File: src/hw/rsr_pkg.sv
/*
  rsr_pkg: register offsets, field widths, state codes and carrier structs
  for the radio status readback bank. Assumes nothing beyond the compiler.
*/
package rsr_pkg;
  // register offsets on the serial control port address space
  localparam logic [5:0] ADDR_CHIP_REVISION = 6'h31;
  localparam logic [5:0] ADDR_RADIO_STATE = 6'h35;
  localparam logic [5:0] ADDR_OUTPUT_PIN_STATUS = 6'h38;
  localparam logic [5:0] ADDR_SYNTH_TUNE_READBACK = 6'h39;
  localparam logic [5:0] ADDR_TX_QUEUE_LEVEL = 6'h3A;
  // value returned for unmapped addresses and reset value of read data
  localparam logic [7:0] READ_DEFAULT = 8'h00;
  // revision code, arbitrary neutral value
  localparam logic [7:0] CHIP_REVISION_DEFAULT = 8'h5A;
  // field widths
  localparam int STATE_CODE_W = 5;
  localparam int FILL_COUNT_W = 7;
  localparam int RSVD_STATE_W = 3;
  localparam int RSVD_PIN_W = 6;
  // radio state codes
  localparam logic [4:0] ST_SLEEP = 5'h00;
  localparam logic [4:0] ST_IDLE = 5'h01;
  localparam logic [4:0] ST_OSCILLATOR_OFF = 5'h02;
  localparam logic [4:0] ST_MANUAL_CAL_OSC_ON = 5'h03;
  localparam logic [4:0] ST_MANUAL_CAL_REGULATOR_ON = 5'h04;
  localparam logic [4:0] ST_MANUAL_CALIBRATION = 5'h05;
  localparam logic [4:0] ST_WAKEUP_OSC_ON = 5'h06;
  localparam logic [4:0] ST_WAKEUP_REGULATOR_ON = 5'h07;
  localparam logic [4:0] ST_CALIBRATION_START = 5'h08;
  localparam logic [4:0] ST_LOOP_BANDWIDTH_BOOST = 5'h09;
  localparam logic [4:0] ST_SYNTH_LOCK = 5'h0A;
  localparam logic [4:0] ST_CONVERTER_POWER_UP = 5'h0B;
  localparam logic [4:0] ST_CALIBRATION_END = 5'h0C;
  localparam logic [4:0] ST_RX = 5'h0D;
  localparam logic [4:0] ST_RX_END = 5'h0E;
  localparam logic [4:0] ST_RX_RESTART = 5'h0F;
  localparam logic [4:0] ST_TX_TO_RX_TURNAROUND = 5'h10;
  localparam logic [4:0] ST_RX_OVERFLOW = 5'h11;
  localparam logic [4:0] ST_SYNTH_READY_FOR_TRANSMIT = 5'h12;
  localparam logic [4:0] ST_TX = 5'h13;
  localparam logic [4:0] ST_TX_END = 5'h14;
  localparam logic [4:0] ST_RX_TO_TX_TURNAROUND = 5'h15;
  localparam logic [4:0] ST_TX_UNDERFLOW = 5'h16;
  localparam logic [4:0] ST_LAST_CODE = 5'h16;

  // live conditions sampled from the rest of the device
  typedef struct packed {
    logic [4:0] radioStateCode;
    logic generalOutputPinOne;
    logic generalOutputPinZero;
    logic [7:0] synthTuningValue;
    logic txQueueUnderrunFlag;
    logic [6:0] txQueueFillCount;
  } rsr_status_t;

  // register access request from the serial control port
  typedef struct packed {
    logic valid;
    logic write;
    logic [5:0] addr;
    logic [7:0] wdata;
  } rsr_req_t;
endpackage

File: src/hw/radio_status_readback.sv
/*
  radio_status_readback: read-only status bank of the packet radio transmitter.
  Assumes the serial control port front end delivers one access per cycle as a
  request struct, and the live status inputs are synchronous to sys_clk.
*/
// Summary of operation
// - chip revision code readable in bits 7:0
// - radio state code in 4:0, 7:5 zero
// - state codes 13 to 22 for rx/tx phases
// - output pin levels in bits 1 and 0
// - synthesizer tuning value readable, test use only
// - bit 7 flags transmit queue underrun
// - bits 6:0 give transmit queue fill count
`timescale 1ns/1ps
module radio_status_readback
  import rsr_pkg::*;
(
  // clock, reset, enable
  input wire logic sys_clk,
  input wire logic rstn,
  input wire logic clkEn,
  // control port access
  input wire rsr_req_t portReq,
  output logic [7:0] readData,
  output logic readValid,
  // live device conditions
  input wire rsr_status_t liveStatus
);

  logic [7:0] readData_r;
  logic [7:0] readData_nxt;
  logic readValid_r;
  logic readValid_nxt;

  // clamp codes outside the documented table to zero, keep 7:5 clear
  function automatic logic [7:0] state_field(input logic [4:0] code);
    logic [7:0] f;
    f = READ_DEFAULT;
    if (code <= ST_LAST_CODE) begin
      f = {{RSVD_STATE_W{1'b0}}, code};
    end
    return f;
  endfunction

  // read decode; writes produce no change anywhere
  always_comb begin
    readData_nxt = readData_r;
    readValid_nxt = 1'b0;
    if (portReq.valid && !portReq.write) begin
      readValid_nxt = 1'b1;
      if (portReq.addr == ADDR_CHIP_REVISION) begin
        readData_nxt = CHIP_REVISION_DEFAULT;
      end else if (portReq.addr == ADDR_RADIO_STATE) begin
        readData_nxt = state_field(liveStatus.radioStateCode);
      end else if (portReq.addr == ADDR_OUTPUT_PIN_STATUS) begin
        readData_nxt = {{RSVD_PIN_W{1'b0}}, liveStatus.generalOutputPinOne,
                        liveStatus.generalOutputPinZero};
      end else if (portReq.addr == ADDR_SYNTH_TUNE_READBACK) begin
        readData_nxt = liveStatus.synthTuningValue;
      end else if (portReq.addr == ADDR_TX_QUEUE_LEVEL) begin
        readData_nxt = {liveStatus.txQueueUnderrunFlag, liveStatus.txQueueFillCount};
      end else begin
        readData_nxt = READ_DEFAULT;
      end
    end
  end

  // registered read answer
  always_ff @(posedge sys_clk) begin
    if (!rstn) begin
      readData_r <= READ_DEFAULT;
      readValid_r <= 1'b0;
    end else if (clkEn) begin
      readData_r <= readData_nxt;
      readValid_r <= readValid_nxt;
    end
  end

  assign readData = readData_r;
  assign readValid = readValid_r;

  // true for the five addresses that the bank decodes
  function automatic logic addr_mapped(input logic [5:0] a);
    logic hit;
    hit = 1'b0;
    if (a == ADDR_CHIP_REVISION) begin
      hit = 1'b1;
    end else if (a == ADDR_RADIO_STATE) begin
      hit = 1'b1;
    end else if (a == ADDR_OUTPUT_PIN_STATUS) begin
      hit = 1'b1;
    end else if (a == ADDR_SYNTH_TUNE_READBACK) begin
      hit = 1'b1;
    end else if (a == ADDR_TX_QUEUE_LEVEL) begin
      hit = 1'b1;
    end
    return hit;
  endfunction
endmodule

File: config.mk
export PLATFORM = sky130hd
export DESIGN_NAME = radio_status_readback
export DESIGN_NICKNAME = d
export VERILOG_FILES = /design/src/hw/rsr_pkg.sv /design/src/hw/radio_status_readback.sv
export SDC_FILE = /design/constraint.sdc
export NUM_CORES = 1
export LEC_CHECK = 0
export BUFFER_PORTS_ARGS = -buffer_cell sky130_fd_sc_hd__buf_2
export CAP_MARGIN = 20
export CELL_PAD_IN_SITES_DETAIL_PLACEMENT = 0
export CELL_PAD_IN_SITES_GLOBAL_PLACEMENT = 2
export CORE_UTILIZATION = 16
export CTS_CLUSTER_SIZE = 8
export DETAILED_ROUTE_END_ITERATION = 12
export PLACE_DENSITY_LB_ADDON = 0.1
export SETUP_SLACK_MARGIN = 0.15
export SLEW_MARGIN = 10
export SYNTH_ARGS = -nofsm -noshare
export SYNTH_HDL_FRONTEND = slang
export SYNTH_SLANG_ARGS = --single-unit
File: constraint.sdc
create_clock -name sys_clk -period 1.2 [get_ports sys_clk]
set_clock_uncertainty 0.05 [all_clocks]
set_input_delay 0.18 -clock sys_clk [delete_from_list [all_inputs] [get_ports sys_clk]]
set_output_delay 0.18 -clock sys_clk [all_outputs]
set_load 0.02 [all_outputs]
==> Yosys cells after proc, flatten, opt, wreduce, memory -nomap -nowiden <==
Index checks and enable logic that the tools add are counted.
{ "word_totals": {"elab_cells": 18, "regBits": 9} }
{ "classes": {"reduce_logical": 3, "muxes": 7, "order_cmp": 1, "n_eq_ne": 5} }
{ "ops": {"columns": ["cell", "n"], "rows": [
  ["$mux 8", 5],
  ["$eq 6x6->1 const B", 5],
  ["$le 5x5->1 const B", 1],
  ["$mux 5", 1],
  ["$reduce_and 2->1", 1],
  ["$logic_and 1x1->1", 1],
  ["$logic_not 1->1", 1],
  ["$mux 1", 1]
]} }

==> Longest topological paths before layout <==
{ "logic_depth": {"depth_word": 6, "depth_mapped": 5, "ltp_nobuf": 4} }

==> Worst setup path after synthesis <==
OpenSTA, ideal clock, no wires.
{ "synth_path": {"kind": "input port to flip-flop", "start": "in portReq[8] (netlist name)", "end": "reg readData_r[6] (netlist: readData[6])", "setup_ps": 66, "n_path_buf": 1, "setup_slack_ps": -46, "cell_stages": 5, "arrival_time_ps": 1129, "cell_sequence": "nor2b_1 buf_4 or3b_4 o22a_1 a21oi_2"} }
{ "synth_via": {"elab_chain_len": 6, "word_cells_on_any_way": 10, "classes_between": "5 x eq/ne; 5 x mux"} }
{ "synth_lines": {"columns": ["item", "line", "rtl"], "rows": [
  ["start, declared", "radio_status_readback.sv:23", "input wire rsr_req_t portReq,"],
  ["$eq 6x6->1", "radio_status_readback.sv:60", "end else if (portReq.addr == ADDR_TX_QUEUE_LEVEL) begin"],
  ["$mux 8", "radio_status_readback.sv:60", null],
  ["$mux 8", "radio_status_readback.sv:58", "end else if (portReq.addr == ADDR_SYNTH_TUNE_READBACK) begin"],
  ["$mux 8", "radio_status_readback.sv:55", "end else if (portReq.addr == ADDR_OUTPUT_PIN_STATUS) begin"],
  ["$mux 8", "radio_status_readback.sv:53", "end else if (portReq.addr == ADDR_RADIO_STATE) begin"],
  ["$mux 8 (*)", "radio_status_readback.sv:51", "if (portReq.addr == ADDR_CHIP_REVISION) begin"],
  ["end signal, assigned", "radio_status_readback.sv:74", "readData_r <= readData_nxt;"],
  ["end, declared", "radio_status_readback.sv:30", "logic [7:0] readData_r;"]
]} }
Mark *: on every way between the ends. The rest lies on a longest branch, timed or not.
A chain may end at the register's enable or synchronous reset.

==> Worst setup path after layout <==
{ "layout_path": {"start": "in portReq[8] (netlist name)", "end": "reg readData_r[4] (netlist: readData[4])"} }
The elaborated chain is that of the path after synthesis.

==> results.tsv <==
metric	value	unit
status	completed	
Hold Violations, Final	0	
clk buf depth	2	
initial antenna violation count	0	
unrepaired setup endpoints after global routing	true	
CTS tree	built	
via/cell ratio	4.43	
hold_buf cts	0	
mapped cell area	581	um^2
Placeable Area	3420	um^2
headroom to the max-slew limit	0.817	
Arr. time, crit path	1120	ps
TritonCTS Buffers	3	
Area growth, synth to finish	68.8	%
Post CTS Setup Buffer Count	0	
post-DR wirelength/cell	12.0	um
clock root buffer	clkbuf_4	
Initial DRT Pass Iterations	4	
commonest non-fill, non-tap cell in the layout	buf_2	
Routed WL	2010	um
layout cells sized above 1	0.557	
worst-skew pair later-pin latency	270	ps
largest net degree at the start of global routing	10	
die area	3870	um^2
critical path's slowest cell	o221a_2	
dpl ws	-162	ps
ant diodes	0	
final global-route overflow total	0	
yosys synthesis warning count	0	
Req. time, crit path	1300	ps
min Tclk post-route	1020	ps
Final HPWL DP	1680	um
most used cell, CP	buf_4	
crit path launch type	input pin	
register area share after synthesis	0.310	
mean post-synth cell area	8.54	um^2
H-tree depth	1	
Pwr Total	752	uW
Final #Nets	165	
Worst Max-Slew Pin Slew	273	ps
Max Cap Viol	0	
Setup CP Type	input pin to flop	
post-synthesis cell type count	33	
Initial DRC Count	28	
Starting Density	0.170	
Die X	62.2	um
post-route cell area	980	um^2
Critical Path, Cell by Cell	buf_4, nor2b_4, buf_4, a22oi_1, o21ai_0, o221a_2	
Leak	0.000449	uW
Synthesized Nets	110	
critical path's largest stage delay	230	ps
maximum clock frequency	982	MHz
antenna-violating nets left	0	
die height	62.2	um
CTS sink count	9	
vias in the first global route	740	
Gate Count Post-Synth	68	
first-pass GRT wire length	3320	um
post-synth top area cell	dfxtp_1	
GPL Wtd Cong	0.675	
Synth Register Bits	9	
DR DRC count	0	
Worst IR Drop VDD	0.366	mV
Final setup viols	0	
commonest cells after routing, fill and taps aside	buf_2, buf_4, o21ai_0, dfxtp_1	
CP Capture Type	flop	
IO Port Bufs	42	
Synth top area share	0.310	
# IOs	51	
worst min-delay path class	input pin to flop	
Placement Cell Area	917	um^2
DR vias	744	
Cell Rows	21	
Final Slew Violations	0	
P per Cell Area	768	nW/um^2
final setup margin	181	ps
Reg clk slew, reported paths	80	ps
Synth area leaders	dfxtp_1, o21ai_0, a22oi_1	
GR Util All Layers	0.112	
fin crit share	0.849	
CP Max Fanout	7	
[through the flow]
| step | hold slack, ps | setup TNS [ps] | cells | util |
|---|---|---|---|---|
| after floorplan | 252 | -61.7 | 68 | - |
| after global placement | 418 | -824 | 164 | 0.268 |
| after detailed placement | 431 | -852 | 164 | 0.268 |
| after CTS | 156 | 0 | 168 | 0.280 |
| after global routing | 169 | 0 | 168 | 0.287 |
| final | 156 | 0 | 168 | 0.287 |
[metal layers]
layer | global-route usage | part of all wire | up-vias
met3 | 0.0515 | 0.089 | 2
met4 | 0.0262 | 0.0050 | 0
li1 | - | - | 380
met1 | 0.140 | 0.45 | 335
met2 | 0.173 | 0.45 | 27
met5 | 0 | 0 | -
[sequential cells by signal (all words and copies together) (netlist names)]
| register | flops |
|---|---|
| readData | 8 |
| readValid | 1 |
[cell families (layout without fill, tap and decap cells)]
group                  Yosys count  after routing  synth area share
DFF                              9              9             0.310
and+or+nand+nor                 20             20             0.220
buffers and inverters            3             57            0.0259
AOI/OAI and AO/OA               34             34             0.409
muxes                            2              2            0.0345
[timing repair]
item                                    4_1_cts  5_1_grt
endpoints found under the setup margin        3       10
resized for setup                             3        8
pin swaps                                     0        3
[power breakdown]
part | switching (uW) | leakage [uW] | internal (uW)
sequential | 4.73 | 0.0000737 | 308
clock | 119 | 0.0000177 | 123
combinational | 94.6 | 0.000358 | 103
[path summary, 6_finish.rpt]
check,startpoint,end,slack (ps),cells past startpoint
worst max-delay path,portReq[8],readData[4]$_SDFFE_PN0P_,180,6
worst min-delay path,clkEn,readValid$_SDFFE_PN0P_,160,3
worst max register to register,readData[7]$_SDFFE_PN0P_,readData[7]$_SDFFE_PN0P_,450,3
worst min register to register,readValid$_SDFFE_PN0P_,readValid$_SDFFE_PN0P_,440,2
[area by class of cell]
cell class	count	area (um^2)
Fill cell	394	2440
Inverter	1	3.75
Tap cell	46	57.6
Timing Repair Buffer	52	298
Multi-Input combinational cell	56	412
Clock inverter	1	5.00
Sequential cell	9	181
Clock buffer	3	22.5
[cells in the mapped netlist]
master	n
a21boi_0	2
buf_4	1
nand3b_1	2
a21o_2	1
o31ai_1	2
nand4_1	1
o21ai_0	8
nor2_2	1
o2111ai_1	1
a32oi_1	1
nand4b_1	1
dfxtp_1	9
mux2i_1	2
and2b_2	1
a22o_2	1
nand2b_1	1
nor2b_1	1
or3b_4	1
a22oi_1	5
a211o_1	1
and2_1	3
o221ai_1	1
a21oi_2	1
o22a_1	1
clkbuf_1	1
o221a_2	1
a31oi_1	2
nand2_1	5
or3_1	1
o211a_1	1
a21oi_1	5
nor3b_1	2
inv_1	1
[critical path: cells and delay by family]
family | cells | cell delay (ps)
buffers and inverters | 2 | 290
AND/OR/NAND/NOR | 1 | 120
AO/OA/AOI/OAI | 3 | 520
Note: power is estimated with default switching activity, not from simulation.
